===== src/include/slx_pkg.sv =====
// Constants and carrier types for the serial link exchange state machine
package slx_pkg;
    // System clock
    localparam int CLK_PERIOD_NS = 10;
    // Nominal link timings
    localparam int HOLD_TIME_NS = 6400;
    localparam int WAIT_TIME_NS = 12800;
    localparam int DISC_TIME_NS = 850;
    // Least times round up, the disconnect limit rounds down
    localparam int HOLD_CYC = (HOLD_TIME_NS + CLK_PERIOD_NS - 1) / CLK_PERIOD_NS;
    localparam int WAIT_CYC = (WAIT_TIME_NS + CLK_PERIOD_NS - 1) / CLK_PERIOD_NS;
    localparam int DISC_CYC = DISC_TIME_NS / CLK_PERIOD_NS;
    localparam int TMR_W = 11;
    localparam logic [TMR_W-1:0] HOLD_LAST = TMR_W'(HOLD_CYC - 1);
    localparam logic [TMR_W-1:0] WAIT_LAST = TMR_W'(WAIT_CYC - 1);
    localparam logic [6:0] DISC_LAST = 7'(DISC_CYC);
    // Received bits, oldest in the top bit
    localparam logic [6:0] NULL_PATTERN = 7'h74;
    localparam logic LINK_IDLE = 1'b0;
    // Flow control
    localparam logic [7:0] CREDIT_STEP = 8'h08;
    localparam logic [7:0] CREDIT_MAX  = 8'h38;
    localparam logic [2:0] GRANT_MAX   = 3'h7;
    // Register map
    localparam logic [7:0] CTRL_OFS  = 8'h00;
    localparam logic [7:0] STAT_OFS  = 8'h04;
    localparam logic [7:0] GRANT_OFS = 8'h08;
    localparam int CTRL_DIS_BIT   = 0;
    localparam int CTRL_START_BIT = 1;
    localparam int CTRL_AUTO_BIT  = 2;
    localparam logic [2:0] CTRL_RST = 3'h1;
    localparam int STAT_NULL_BIT = 3;
    localparam int STAT_ERR_LSB  = 4;
    // Sticky error flags
    localparam int ERR_CREDIT = 0;
    localparam int ERR_EMPTY  = 1;
    localparam int ERR_DISC   = 2;
    localparam int ERR_RX     = 3;

    typedef enum logic [2:0] {
        ST_RESET_HOLD, ST_RESET_WAIT, ST_READY, ST_STARTED, ST_CONN, ST_RUN
    } slx_state_t;

    typedef struct packed {
        logic fct;
        logic nChar;
        logic eop;
        logic parErr;
        logic escErr;
    } slx_rx_evt_t;

    typedef struct packed {
        logic en;
        logic fctOk;
        logic nCharOk;
    } slx_tx_ctl_t;
endpackage


===== src/design/slx_exchange_fsm.sv =====
// Exchange-level link state machine with APB register access
// How it works
// - Normal character arriving with zero outstanding credit raises credit error.
// - EOP or EEP right after EOP or EEP raises empty packet error.
// - Auto-connect option starts the link once a NULL was received.
// - Enabled means not disabled and start, or auto-connect with NULL received.
// - Disable flag masks both start request and auto-connect.
// - Start request while enabled moves ready to started.
// - Reset-hold stops transmitter, then drops strobe, then data.
// - Reset-hold lasts 6.4 us, then reset-wait.
// - Reset-wait keeps transmitter off, receiver on; ready after 12.8 us.
// - Ready goes to started as soon as enabled.
// - Started sends NULLs; goes connecting once a NULL is received and one NULL was sent.
// - Started without NULL for 12.8 us returns to reset-hold.
// - Connecting sends FCTs and NULLs; an FCT received enters run.
// - Connecting without FCT for 12.8 us returns to reset-hold.
// - Disabled run passes hold, wait, ready and waits there.
// - No FCT is sent before a NULL was received.
// - NULL in reset-wait only sets the null-received flag.
// - With flag preset, started goes connecting after one NULL sent.
// - Run allows normal characters, FCTs and NULLs.
// - NULL detection runs in every state except reset-hold.
// - In run, disable or any receive error returns to reset-hold.
// - No data or strobe edge for 850 ns raises disconnect error.
// - Bit sequence 1110100 is a NULL and sets the flag.
`timescale 1ns/1ps
module slx_exchange_fsm
    import slx_pkg::*;
(
    // Clock, reset, clock enable
    input  wire logic        clk,
    input  wire logic        sys_rst,
    input  wire logic        ce,
    // APB slave
    input  wire logic        psel,
    input  wire logic        penable,
    input  wire logic        pwrite,
    input  wire logic [7:0]  paddr,
    input  wire logic [31:0] pwdata,
    output      logic [31:0] prdata,
    output      logic        pready,
    output      logic        pslverr,
    // Link pins
    input  wire logic        linkDin,
    input  wire logic        linkSin,
    output      logic        linkDout,
    output      logic        linkSout,
    // Transmitter
    input  wire logic        txD,
    input  wire logic        txS,
    input  wire logic        txNullSent,
    input  wire logic        txFctSent,
    output      slx_tx_ctl_t txCtl,
    // Receiver
    input  wire slx_rx_evt_t rxEvt,
    output      logic        rxEnable,
    output      logic        linkRun
);
    slx_state_t       state;
    slx_state_t       next_state;
    logic [TMR_W-1:0] tmr;
    logic [2:0]       ctrl;
    logic [3:0]       errFlags;
    logic [7:0]       credit;
    logic [2:0]       pending;
    logic             nullReceivedFlag;
    logic             nullSent;
    logic             lastEop;
    logic             dMeta;
    logic             dSync;
    logic             dPrev;
    logic             sMeta;
    logic             sSync;
    logic             sPrev;
    logic [6:0]       rxShift;
    logic [6:0]       discCnt;
    logic             discArmed;
    logic             bitEvt;
    logic             nullDet;
    logic             discErr;
    logic             rxErr;
    logic             linkEnabled;
    logic             creditErr;
    logic             emptyErr;
    logic             nCharTake;
    logic             setup;
    logic             access;
    logic             mapped;
    logic             linkDisableFlag;
    logic             startRequest;
    logic             autoConnect;

    assign linkDisableFlag = ctrl[CTRL_DIS_BIT];
    assign startRequest    = ctrl[CTRL_START_BIT];
    assign autoConnect     = ctrl[CTRL_AUTO_BIT];

    // Pins come from another clock; two flops before any use
    always_ff @(posedge clk or posedge sys_rst) begin
        if (sys_rst) begin
            dMeta <= 1'b0;
            dSync <= 1'b0;
            dPrev <= 1'b0;
            sMeta <= 1'b0;
            sSync <= 1'b0;
            sPrev <= 1'b0;
        end else if (ce) begin
            dMeta <= linkDin;
            dSync <= dMeta;
            dPrev <= dSync;
            sMeta <= linkSin;
            sSync <= sMeta;
            sPrev <= sSync;
        end
    end

    // Every received bit toggles exactly one of data or strobe
    assign bitEvt = rxEnable && ((dSync ^ dPrev) || (sSync ^ sPrev));
    assign nullDet = bitEvt && ({rxShift[5:0], dSync} == NULL_PATTERN);

    always_ff @(posedge clk or posedge sys_rst) begin
        if (sys_rst) begin
            rxShift <= 7'h00;
        end else if (ce) begin
            if (state == ST_RESET_HOLD) begin
                rxShift <= 7'h00;
            end else if (bitEvt) begin
                rxShift <= {rxShift[5:0], dSync};
            end
        end
    end

    always_ff @(posedge clk or posedge sys_rst) begin
        if (sys_rst) begin
            nullReceivedFlag <= 1'b0;
        end else if (ce) begin
            if (state == ST_RESET_HOLD) begin
                nullReceivedFlag <= 1'b0;
            end else if (nullDet) begin
                nullReceivedFlag <= 1'b1;
            end
        end
    end

    // disconnect timer, armed by the first edge
    always_ff @(posedge clk or posedge sys_rst) begin
        if (sys_rst) begin
            discArmed <= 1'b0;
            discCnt   <= 7'h00;
        end else if (ce) begin
            if (state == ST_RESET_HOLD) begin
                discArmed <= 1'b0;
                discCnt   <= 7'h00;
            end else if (bitEvt) begin
                discArmed <= 1'b1;
                discCnt   <= 7'h00;
            end else if (discArmed && discCnt != DISC_LAST) begin
                discCnt <= discCnt + 7'h01;
            end
        end
    end

    assign discErr = discArmed && (discCnt == DISC_LAST);
    // Parity and escape checks only count once a NULL has been seen
    assign rxErr = discErr || (nullReceivedFlag && (rxEvt.parErr || rxEvt.escErr));
    assign linkEnabled = !linkDisableFlag &&
        (startRequest || (autoConnect && nullReceivedFlag));
    assign nCharTake = (state == ST_RUN) && rxEvt.nChar;
    assign creditErr = nCharTake && (credit == 8'h00);
    assign emptyErr = nCharTake && rxEvt.eop && lastEop;

    // state timer on the system clock
    always_ff @(posedge clk or posedge sys_rst) begin
        if (sys_rst) begin
            tmr <= '0;
        end else if (ce) begin
            if (next_state != state) begin
                tmr <= '0;
            end else if (tmr != '1) begin
                tmr <= tmr + TMR_W'(1);
            end
        end
    end

    always_comb begin
        next_state = state;
        unique case (state)
            ST_RESET_HOLD: begin
                if (tmr == HOLD_LAST) begin
                    next_state = ST_RESET_WAIT;
                end
            end
            ST_RESET_WAIT: begin
                // wait time; NULL alone changes nothing
                if (rxErr || (nullReceivedFlag && rxEvt.fct)) begin
                    next_state = ST_RESET_HOLD;
                end else if (tmr == WAIT_LAST) begin
                    next_state = ST_READY;
                end
            end
            ST_READY: begin
                if (rxErr || (nullReceivedFlag && (rxEvt.fct || rxEvt.nChar))) begin
                    next_state = ST_RESET_HOLD;
                end else if (linkEnabled) begin
                    next_state = ST_STARTED;
                end
            end
            ST_STARTED: begin
                // timeout; NULL seen and one sent
                if (rxErr || tmr == WAIT_LAST ||
                    (nullReceivedFlag && (rxEvt.fct || rxEvt.nChar))) begin
                    next_state = ST_RESET_HOLD;
                end else if (nullReceivedFlag && nullSent) begin
                    next_state = ST_CONN;
                end
            end
            ST_CONN: begin
                if (rxErr || rxEvt.nChar || tmr == WAIT_LAST) begin
                    next_state = ST_RESET_HOLD;
                end else if (rxEvt.fct) begin
                    next_state = ST_RUN;
                end
            end
            ST_RUN: begin
                // disable or error; reset sequence follows
                if (linkDisableFlag || rxErr || creditErr || emptyErr) begin
                    next_state = ST_RESET_HOLD;
                end
            end
            // Unused codes fall back to the safe state
            default: begin
                next_state = ST_RESET_HOLD;
            end
        endcase
    end

    always_ff @(posedge clk or posedge sys_rst) begin
        if (sys_rst) begin
            state <= ST_RESET_HOLD;
        end else if (ce) begin
            state <= next_state;
        end
    end

    // At least one NULL must be handed to the transmitter in started
    always_ff @(posedge clk or posedge sys_rst) begin
        if (sys_rst) begin
            nullSent <= 1'b0;
        end else if (ce) begin
            if (state != ST_STARTED) begin
                nullSent <= 1'b0;
            end else if (txNullSent) begin
                nullSent <= 1'b1;
            end
        end
    end

    // Credit: each FCT sent promises eight more characters
    always_ff @(posedge clk or posedge sys_rst) begin
        if (sys_rst) begin
            credit  <= 8'h00;
            pending <= 3'h0;
            lastEop <= 1'b0;
        end else if (ce) begin
            if (state == ST_RESET_HOLD) begin
                credit  <= 8'h00;
                pending <= 3'h0;
                lastEop <= 1'b0;
            end else begin
                credit <= credit
                    + ((txFctSent && txCtl.fctOk) ? CREDIT_STEP : 8'h00)
                    - ((nCharTake && credit != 8'h00) ? 8'h01 : 8'h00);
                pending <= pending
                    + ((access && pwrite && paddr == GRANT_OFS &&
                        pending != GRANT_MAX) ? 3'h1 : 3'h0)
                    - ((txFctSent && pending != 3'h0) ? 3'h1 : 3'h0);
                if (nCharTake) begin
                    lastEop <= rxEvt.eop;
                end
            end
        end
    end

    // Registered controls seen by transmitter and receiver
    always_ff @(posedge clk or posedge sys_rst) begin
        if (sys_rst) begin
            txCtl    <= '0;
            rxEnable <= 1'b0;
            linkRun  <= 1'b0;
        end else if (ce) begin
            txCtl.en <= next_state inside {ST_STARTED, ST_CONN, ST_RUN};
            // FCT only after a NULL; credit capped
            txCtl.fctOk <= (next_state inside {ST_CONN, ST_RUN}) &&
                nullReceivedFlag && pending != 3'h0 &&
                credit <= CREDIT_MAX - CREDIT_STEP;
            txCtl.nCharOk <= next_state == ST_RUN;
            rxEnable <= next_state != ST_RESET_HOLD;
            linkRun  <= next_state == ST_RUN;
        end
    end

    // stop, then strobe, then data, never together
    always_ff @(posedge clk or posedge sys_rst) begin
        if (sys_rst) begin
            linkDout <= LINK_IDLE;
            linkSout <= LINK_IDLE;
        end else if (ce) begin
            if (state == ST_RESET_HOLD) begin
                if (tmr == TMR_W'(1)) begin
                    linkSout <= LINK_IDLE;
                end else if (tmr > TMR_W'(1)) begin
                    linkDout <= LINK_IDLE;
                    linkSout <= LINK_IDLE;
                end
            end else if (txCtl.en) begin
                linkDout <= txD;
                linkSout <= txS;
            end
        end
    end

    // APB: zero wait states, answer prepared in the setup cycle
    assign setup  = psel && !penable;
    assign access = psel && penable && pready;
    assign mapped = paddr == CTRL_OFS || paddr == STAT_OFS || paddr == GRANT_OFS;

    always_ff @(posedge clk or posedge sys_rst) begin
        if (sys_rst) begin
            pready  <= 1'b0;
            pslverr <= 1'b0;
            prdata  <= 32'h0;
        end else if (ce) begin
            pready  <= setup;
            pslverr <= setup && !mapped;
            if (setup) begin
                unique case (paddr)
                    CTRL_OFS:  prdata <= {29'h0, ctrl};
                    STAT_OFS:  prdata <= {24'h0, errFlags, nullReceivedFlag, state};
                    GRANT_OFS: prdata <= {16'h0, credit, 5'h0, pending};
                    default:   prdata <= 32'h0;
                endcase
            end
        end
    end

    always_ff @(posedge clk or posedge sys_rst) begin
        if (sys_rst) begin
            ctrl <= CTRL_RST;
        end else if (ce && access && pwrite && paddr == CTRL_OFS) begin
            ctrl <= pwdata[2:0];
        end
    end

    // Sticky errors, write one to clear; a new error wins over the clear
    always_ff @(posedge clk or posedge sys_rst) begin
        if (sys_rst) begin
            errFlags <= 4'h0;
        end else if (ce) begin
            for (int i = 0; i < 4; i++) begin
                if (access && pwrite && paddr == STAT_OFS && pwdata[STAT_ERR_LSB + i]) begin
                    errFlags[i] <= 1'b0;
                end
            end
            if (creditErr) begin
                errFlags[ERR_CREDIT] <= 1'b1;
            end
            if (emptyErr) begin
                errFlags[ERR_EMPTY] <= 1'b1;
            end
            if (discErr) begin
                errFlags[ERR_DISC] <= 1'b1;
            end
            if (rxErr && !discErr) begin
                errFlags[ERR_RX] <= 1'b1;
            end
        end
    end
endmodule


===== config.mk =====
export PLATFORM = sky130hd
export DESIGN_NAME = slx_exchange_fsm
export DESIGN_NICKNAME = d
export VERILOG_FILES = /design/src/include/slx_pkg.sv /design/src/design/slx_exchange_fsm.sv
export SDC_FILE = /design/constraint.sdc
export NUM_CORES = 1
export LEC_CHECK = 0
export BUFFER_PORTS_ARGS = -buffer_cell sky130_fd_sc_hd__buf_2
export CAP_MARGIN = 10
export CORE_MARGIN = 3
export CORE_UTILIZATION = 25
export CTS_BUF_LIST = sky130_fd_sc_hd__clkbuf_16
export DETAILED_ROUTE_END_ITERATION = 10
export GPL_ROUTABILITY_DRIVEN = 0
export HOLD_SLACK_MARGIN = 0.03
export MAX_ROUTING_LAYER = met4
export PLACE_DENSITY = 0.39
export SYNTH_ARGS = -nofsm -noshare
export SYNTH_HDL_FRONTEND = slang
export SYNTH_SLANG_ARGS = --single-unit

===== constraint.sdc =====
create_clock -name clk -period 3.75 [get_ports clk]
set_input_delay 0.9375 -clock clk [delete_from_list [all_inputs] [get_ports clk]]
set_output_delay 0.9375 -clock clk [all_outputs]
set_load 0.02 [all_outputs]

[After elaboration in Yosys (flattened, before gate mapping)]
Cells that the tools add are included.
Word-level totals
  memories: 0
  bits in read-only memories: 0
  output and inout port bits: 41
  latch bits: 0
  bits in registers: 95
  bits in writable memories: 0
Operators by class
  div/mod/pow operators: 0
  $mul: 0
  add/sub/neg operators: 6
  eq/ne operators: 23
  magnitude comparators: 2
  mux-type cells: 48
  bitwise gates (word level): 2
  shifts and indexed selects: 0
  reductions and logical operators: 88
Operators with widths (count)
  $pmux W16 S3: 1
  $logic_and A1 B1 Y1: 36
  $mux W3: 11
  $mux W1: 26
  $mux W11: 2
  $reduce_and A2 Y1: 11
  $reduce_bool A2 Y1: 11
  $mux W7: 3
  $pmux W3 S6: 1
  $logic_not A8 Y1: 2
  $logic_or A1 B1 Y1: 16
  $eq A7 B7 Y1 const B: 2
  $eq A3 B3 Y1 const B: 4
  $mux W6: 2
  $reduce_bool A3 Y1: 4
  $add A11 B1 Y11 const B: 1
  $eq A11 B1 Y1 const B: 1
  $eq A11 B10 Y1 const B: 1
  $eq A11 B11 Y1 const B: 1
  $gt A11 B1 Y1 const B: 1
  $ne A11 B11 Y1 const B: 1
  $eq A3 B2 Y1 const B: 3
  $add A8 B4 Y8: 1
  $eq A8 B3 Y1 const B: 1
  22 further kinds: 26

[Longest topological paths before layout]
  depth in word-level cells: 13
  depth in mapped cells: 16

[Worst setup path after synthesis]
Ideal clock, no wire load.
  path type: in2reg
  from: in paddr[5]
  to: reg pending[2]
  stages on the path: 13
  path slack: 0.389 ns
  arrival time: 3.231 ns
  path buffers: 1
  cell sequence: nor4_1 nand2_1 nor3b_1 clkbuf_1 nand2_1 ha_1 inv_1 ha_1 fa_1 xor2_1 nor3_1 a21oi_1 o2bb2ai_1
Between the ends
  cells in the longest elaborated chain, start to end: 7
RTL lines
  start, declared: RTL line slx_exchange_fsm.sv:38  | input wire logic [7:0] paddr,
  $eq A8 B4 Y1: RTL line slx_exchange_fsm.sv:273  | + ((access && pwrite && paddr == GRANT_OFS &&
  $logic_and A1 B1 Y1 (2 in series): RTL line slx_exchange_fsm.sv:273
  $mux W1: RTL line slx_exchange_fsm.sv:274  | pending != GRANT_MAX) ? 3'h1 : 3'h0)
  $add A3 B1 Y3: RTL line slx_exchange_fsm.sv:273
  $sub A3 B1 Y3: RTL line slx_exchange_fsm.sv:275  | - ((txFctSent && pending != 3'h0) ? 3'h1 : 3'h0);
  $mux W3: RTL line slx_exchange_fsm.sv:264  | if (state == ST_RESET_HOLD) begin
  end signal, assigned: RTL line slx_exchange_fsm.sv:272  | pending <= pending
  end, declared: RTL line slx_exchange_fsm.sv:65  | logic [2:0] pending;
Every way passes these cells.
A chain may end at the register's enable or synchronous reset.

[Final worst setup path]
  from: in rxEvt[3] (netlist bit)
  to: reg credit[7]
Between the ends
  cells in the longest elaborated chain, start to end: 5
RTL lines
  start, declared: RTL line slx_exchange_fsm.sv:55  | input wire slx_rx_evt_t rxEvt,
  $logic_and A1 B1 Y1: RTL line slx_exchange_fsm.sv:167  | assign nCharTake = (state == ST_RUN) && rxEvt.nChar;
  $logic_and A1 B1 Y1: RTL line slx_exchange_fsm.sv:271  | - ((nCharTake && credit != 8'h00) ? 8'h01 : 8'h00);
  $mux W1: RTL line slx_exchange_fsm.sv:271
  $sub A8 B1 Y8: RTL line slx_exchange_fsm.sv:271
  $mux W8: RTL line slx_exchange_fsm.sv:264
  end signal, assigned: RTL line slx_exchange_fsm.sv:269  | credit <= credit
  end, declared: RTL line slx_exchange_fsm.sv:64  | logic [7:0] credit;
Every way passes these cells.

==> results.cfg <==
[synthesis]
syn-mean-instance-area_um2 = 9.609
syn_area_um2 = 4353
ys_seq_area_frac = 0.4544
yosys_warnings = 0
synthArstFlopShare = 1.000
ys_seq_elements = 79
yosys_most_used_dff = dfrtp_1
netlist_instances = 453
synth_cell_types = 62
synth_edf_count = 0

[drt]
dr.pass1.iters = 4
drt-total-wl_mm = 10.50
vias = 3359
routed_via_density = 4.601
drc = 0
wire_per_inst_um = 14.38
ant_nets = 0
drt_iter0_drc = 181

[timing]
finClkSkew_ps = 6.040
period_share = 0.8067
worstMarginPinSlew_ps = 693.5
slew_violations = 0
rsz0062_at_grt = false
setup_viol = 0
report.final.hold_viol_count = 0
fin_crit_ps = 3025
setup_ws_ps = 724.9
timing.fmax_ghz = 0.3306
final.setup.tns_ps = 0
slew_headroom = 0.5371

[clock_network]
cts_made_buffers = 9
tritoncts = built
clk_latency_ps = 340
h-tree-depth = 3
cts_resized = 0
postCtsHoldBufs = 0
clock-sinks = 79
post_cts_buffers = 0
cts_buffer_depth = 2
cts.clk_slew.worst_paths_ps = 60
clock-root-buffer = clkbuf_16

[place]
dpl_cell_area_um2 = 4816
post-place-ws_ps = 355.2
port_buffers = 56
dp_hpwl_mm = 7.639

[global_routing]
grt_pass1_vias = 3348
grt.total_usage = 0.1222
grt_pass1_wl_mm = 17.31
overflow = 0
antenna_found_initial = 0
grt_max_degree = 43

[critical_path]
crit_type = input port to flip-flop
cp_max_fo = 6
end_kind = flip-flop
r2r_cells = 15
start_kind = input port
cp_data_required_time_ps = 4000
rrSetupSlack_ps = 740
crit-reg2reg-capture = credit[7]$_DFFE_PP0P_
crit_start = rxEvt[3]
r2r_start = state[1]$_DFFE_PP0P_
arrival_ps = 3270

[pwr]
p_leak_nw = 2.355
peakVddDrop_uv = 244.3
power.density_nw_per_um2 = 631.6
p_total_mw = 3.225

[floorplanning]
fp-row-count = 47
core-area_um2 = 16820
io_pins = 98
die_y_um = 138.0
die_w_um = 138.0
initial_utilization = 0.2588
dieArea_um2 = 19030

[final_layout]
num_antenna_cells = 0
drive_above_1_share = 0.1961
design_area_um2 = 5106
postLayoutCoreUtil = 0.3036
final_common_cell = dfrtp_1
area_delta_synth_final_pct = 17.30
nets = 581
final_cell_mix = dfrtp_1, buf_2, nand2_1, nor2_1, inv_1

[worst_hold_path]
holdCritStartpoint = errFlags[3]$_DFFE_PP0P_
min_path_cells = 2
hold_path.class = flip-flop to flip-flop
hold-path-endpoint = errFlags[3]$_DFFE_PP0P_

[job]
max-cap-violations = 0

[run_status]
status = finished, final reports clean
final cells by class:
cell class	instances	area, µm²
inverter	27	102.6
multi-input combinational	324	2107
fill	1829	11710
clock buffer	9	225.2
tap	220	275.3
timing repair buffer	64	352.8
sequential	79	1978
clock inverter	7	65.06
cells by family (layout without fill, tap and decap cells):
group / count (synthesis) / after routing / synth area share
buffers and inverters: 65 / 107 / 0.07444
XOR/XNOR: 21 / 21 / 0.04225
AND/OR/NAND/NOR: 155 / 155 / 0.1797
AO/OA/AOI/OAI: 101 / 101 / 0.1592
adder cells (fa/ha/maj): 19 / 19 / 0.05806
other: 1 / 16 / 0.0008615
multiplexers: 12 / 12 / 0.03104
flip-flops: 79 / 79 / 0.4544
report_power, final:
part | total, mW | internal, mW | switching [mW]
Clock | 0.862 | 0.510 | 0.351
Combinational | 1.16 | 0.511 | 0.646
Sequential | 1.21 | 1.03 | 0.181
metrics by stage:
| step | std cells | hold slack (ps) |
|---|---|---|
| 6_report | 730 | 471.8 |
| 2_1_floorplan | 468 | 445.1 |
| 3_5_place_dp | 714 | 465.5 |
| 4_1_cts | 730 | 479.1 |
| 3_3_place_gp | 714 | 458.7 |
| 5_1_grt | 730 | 500.0 |
metal layers:
metal | wire length [µm] | track usage | up-vias
met5 | 0 | - | -
met4 | 144 | 0.03513 | 0
met3 | 574 | 0.03556 | 9
met2 | 5000 | 0.1944 | 73
met1 | 4778 | 0.1520 | 1608
li1 | - | - | 1669
critical path: stages:
cell	delay, ps
buf_2	140
and3_1	280
nor2b_1	230
ha_1	180
inv_1	50
ha_1	190
inv_1	70
fa_1	200
inv_1	50
a21o_1	160
a21oi_1	250
o21bai_1	90
a21oi_1	180
xnor2_1	80
o31ai_1	180
flip-flops by register name, summed over array words and instances, names as in the netlist, 2 cells and up:
name,cells
state,3
txCtl,2
credit,8
ctrl,3
rxShift,6
errFlags,4
discCnt,7
tmr,11
pending,3
prdata,16
cell usage after synthesis, types with 3 or more instances:
| master | number | area share |
|---|---|---|
| xor2_1 | 11 | 0.022 |
| nor4_1 | 4 | 0.0057 |
| o21bai_1 | 3 | 0.0052 |
| clkbuf_1 | 17 | 0.015 |
| ha_1 | 17 | 0.049 |
| a31oi_1 | 5 | 0.0072 |
| nor2_1 | 33 | 0.028 |
| nand4b_1 | 3 | 0.0060 |
| xnor2_1 | 10 | 0.020 |
| buf_4 | 17 | 0.029 |
| inv_1 | 27 | 0.023 |
| nand3_1 | 7 | 0.0080 |
| dfrtp_1 | 78 | 0.45 |
| nor3_1 | 7 | 0.0080 |
| a21o_1 | 4 | 0.0069 |
| o31ai_1 | 6 | 0.010 |
| o21ai_0 | 26 | 0.030 |
| nor2b_1 | 6 | 0.0086 |
| nand3b_1 | 5 | 0.0086 |
| a21oi_1 | 15 | 0.017 |
| mux2_2 | 12 | 0.031 |
| a22oi_1 | 3 | 0.0052 |
| a32o_1 | 4 | 0.0092 |
| and3_1 | 9 | 0.013 |
| or3_1 | 5 | 0.0072 |
| a22o_1 | 12 | 0.024 |
| nand2_1 | 55 | 0.047 |
| nand4_1 | 6 | 0.0086 |
how the worst max path moves through the flow:
| stage | endpoint | cells after the start |
|---|---|---|
| 6_report | credit[7]$_DFFE_PP0P_ | 15 |
| 5_1_grt | credit[7]$_DFFE_PP0P_ | 15 |
| 4_1_cts | credit[7]$_DFFE_PP0P_ | 16 |
| 3_5_place_dp | credit[7]$_DFFE_PP0P_ | 15 |
| 3_3_place_gp | credit[7]$_DFFE_PP0P_ | 15 |
| 2_1_floorplan | pending[2]$_DFFE_PP0P_ | 13 |
Note: power is estimated with default switching activity, not from simulation.
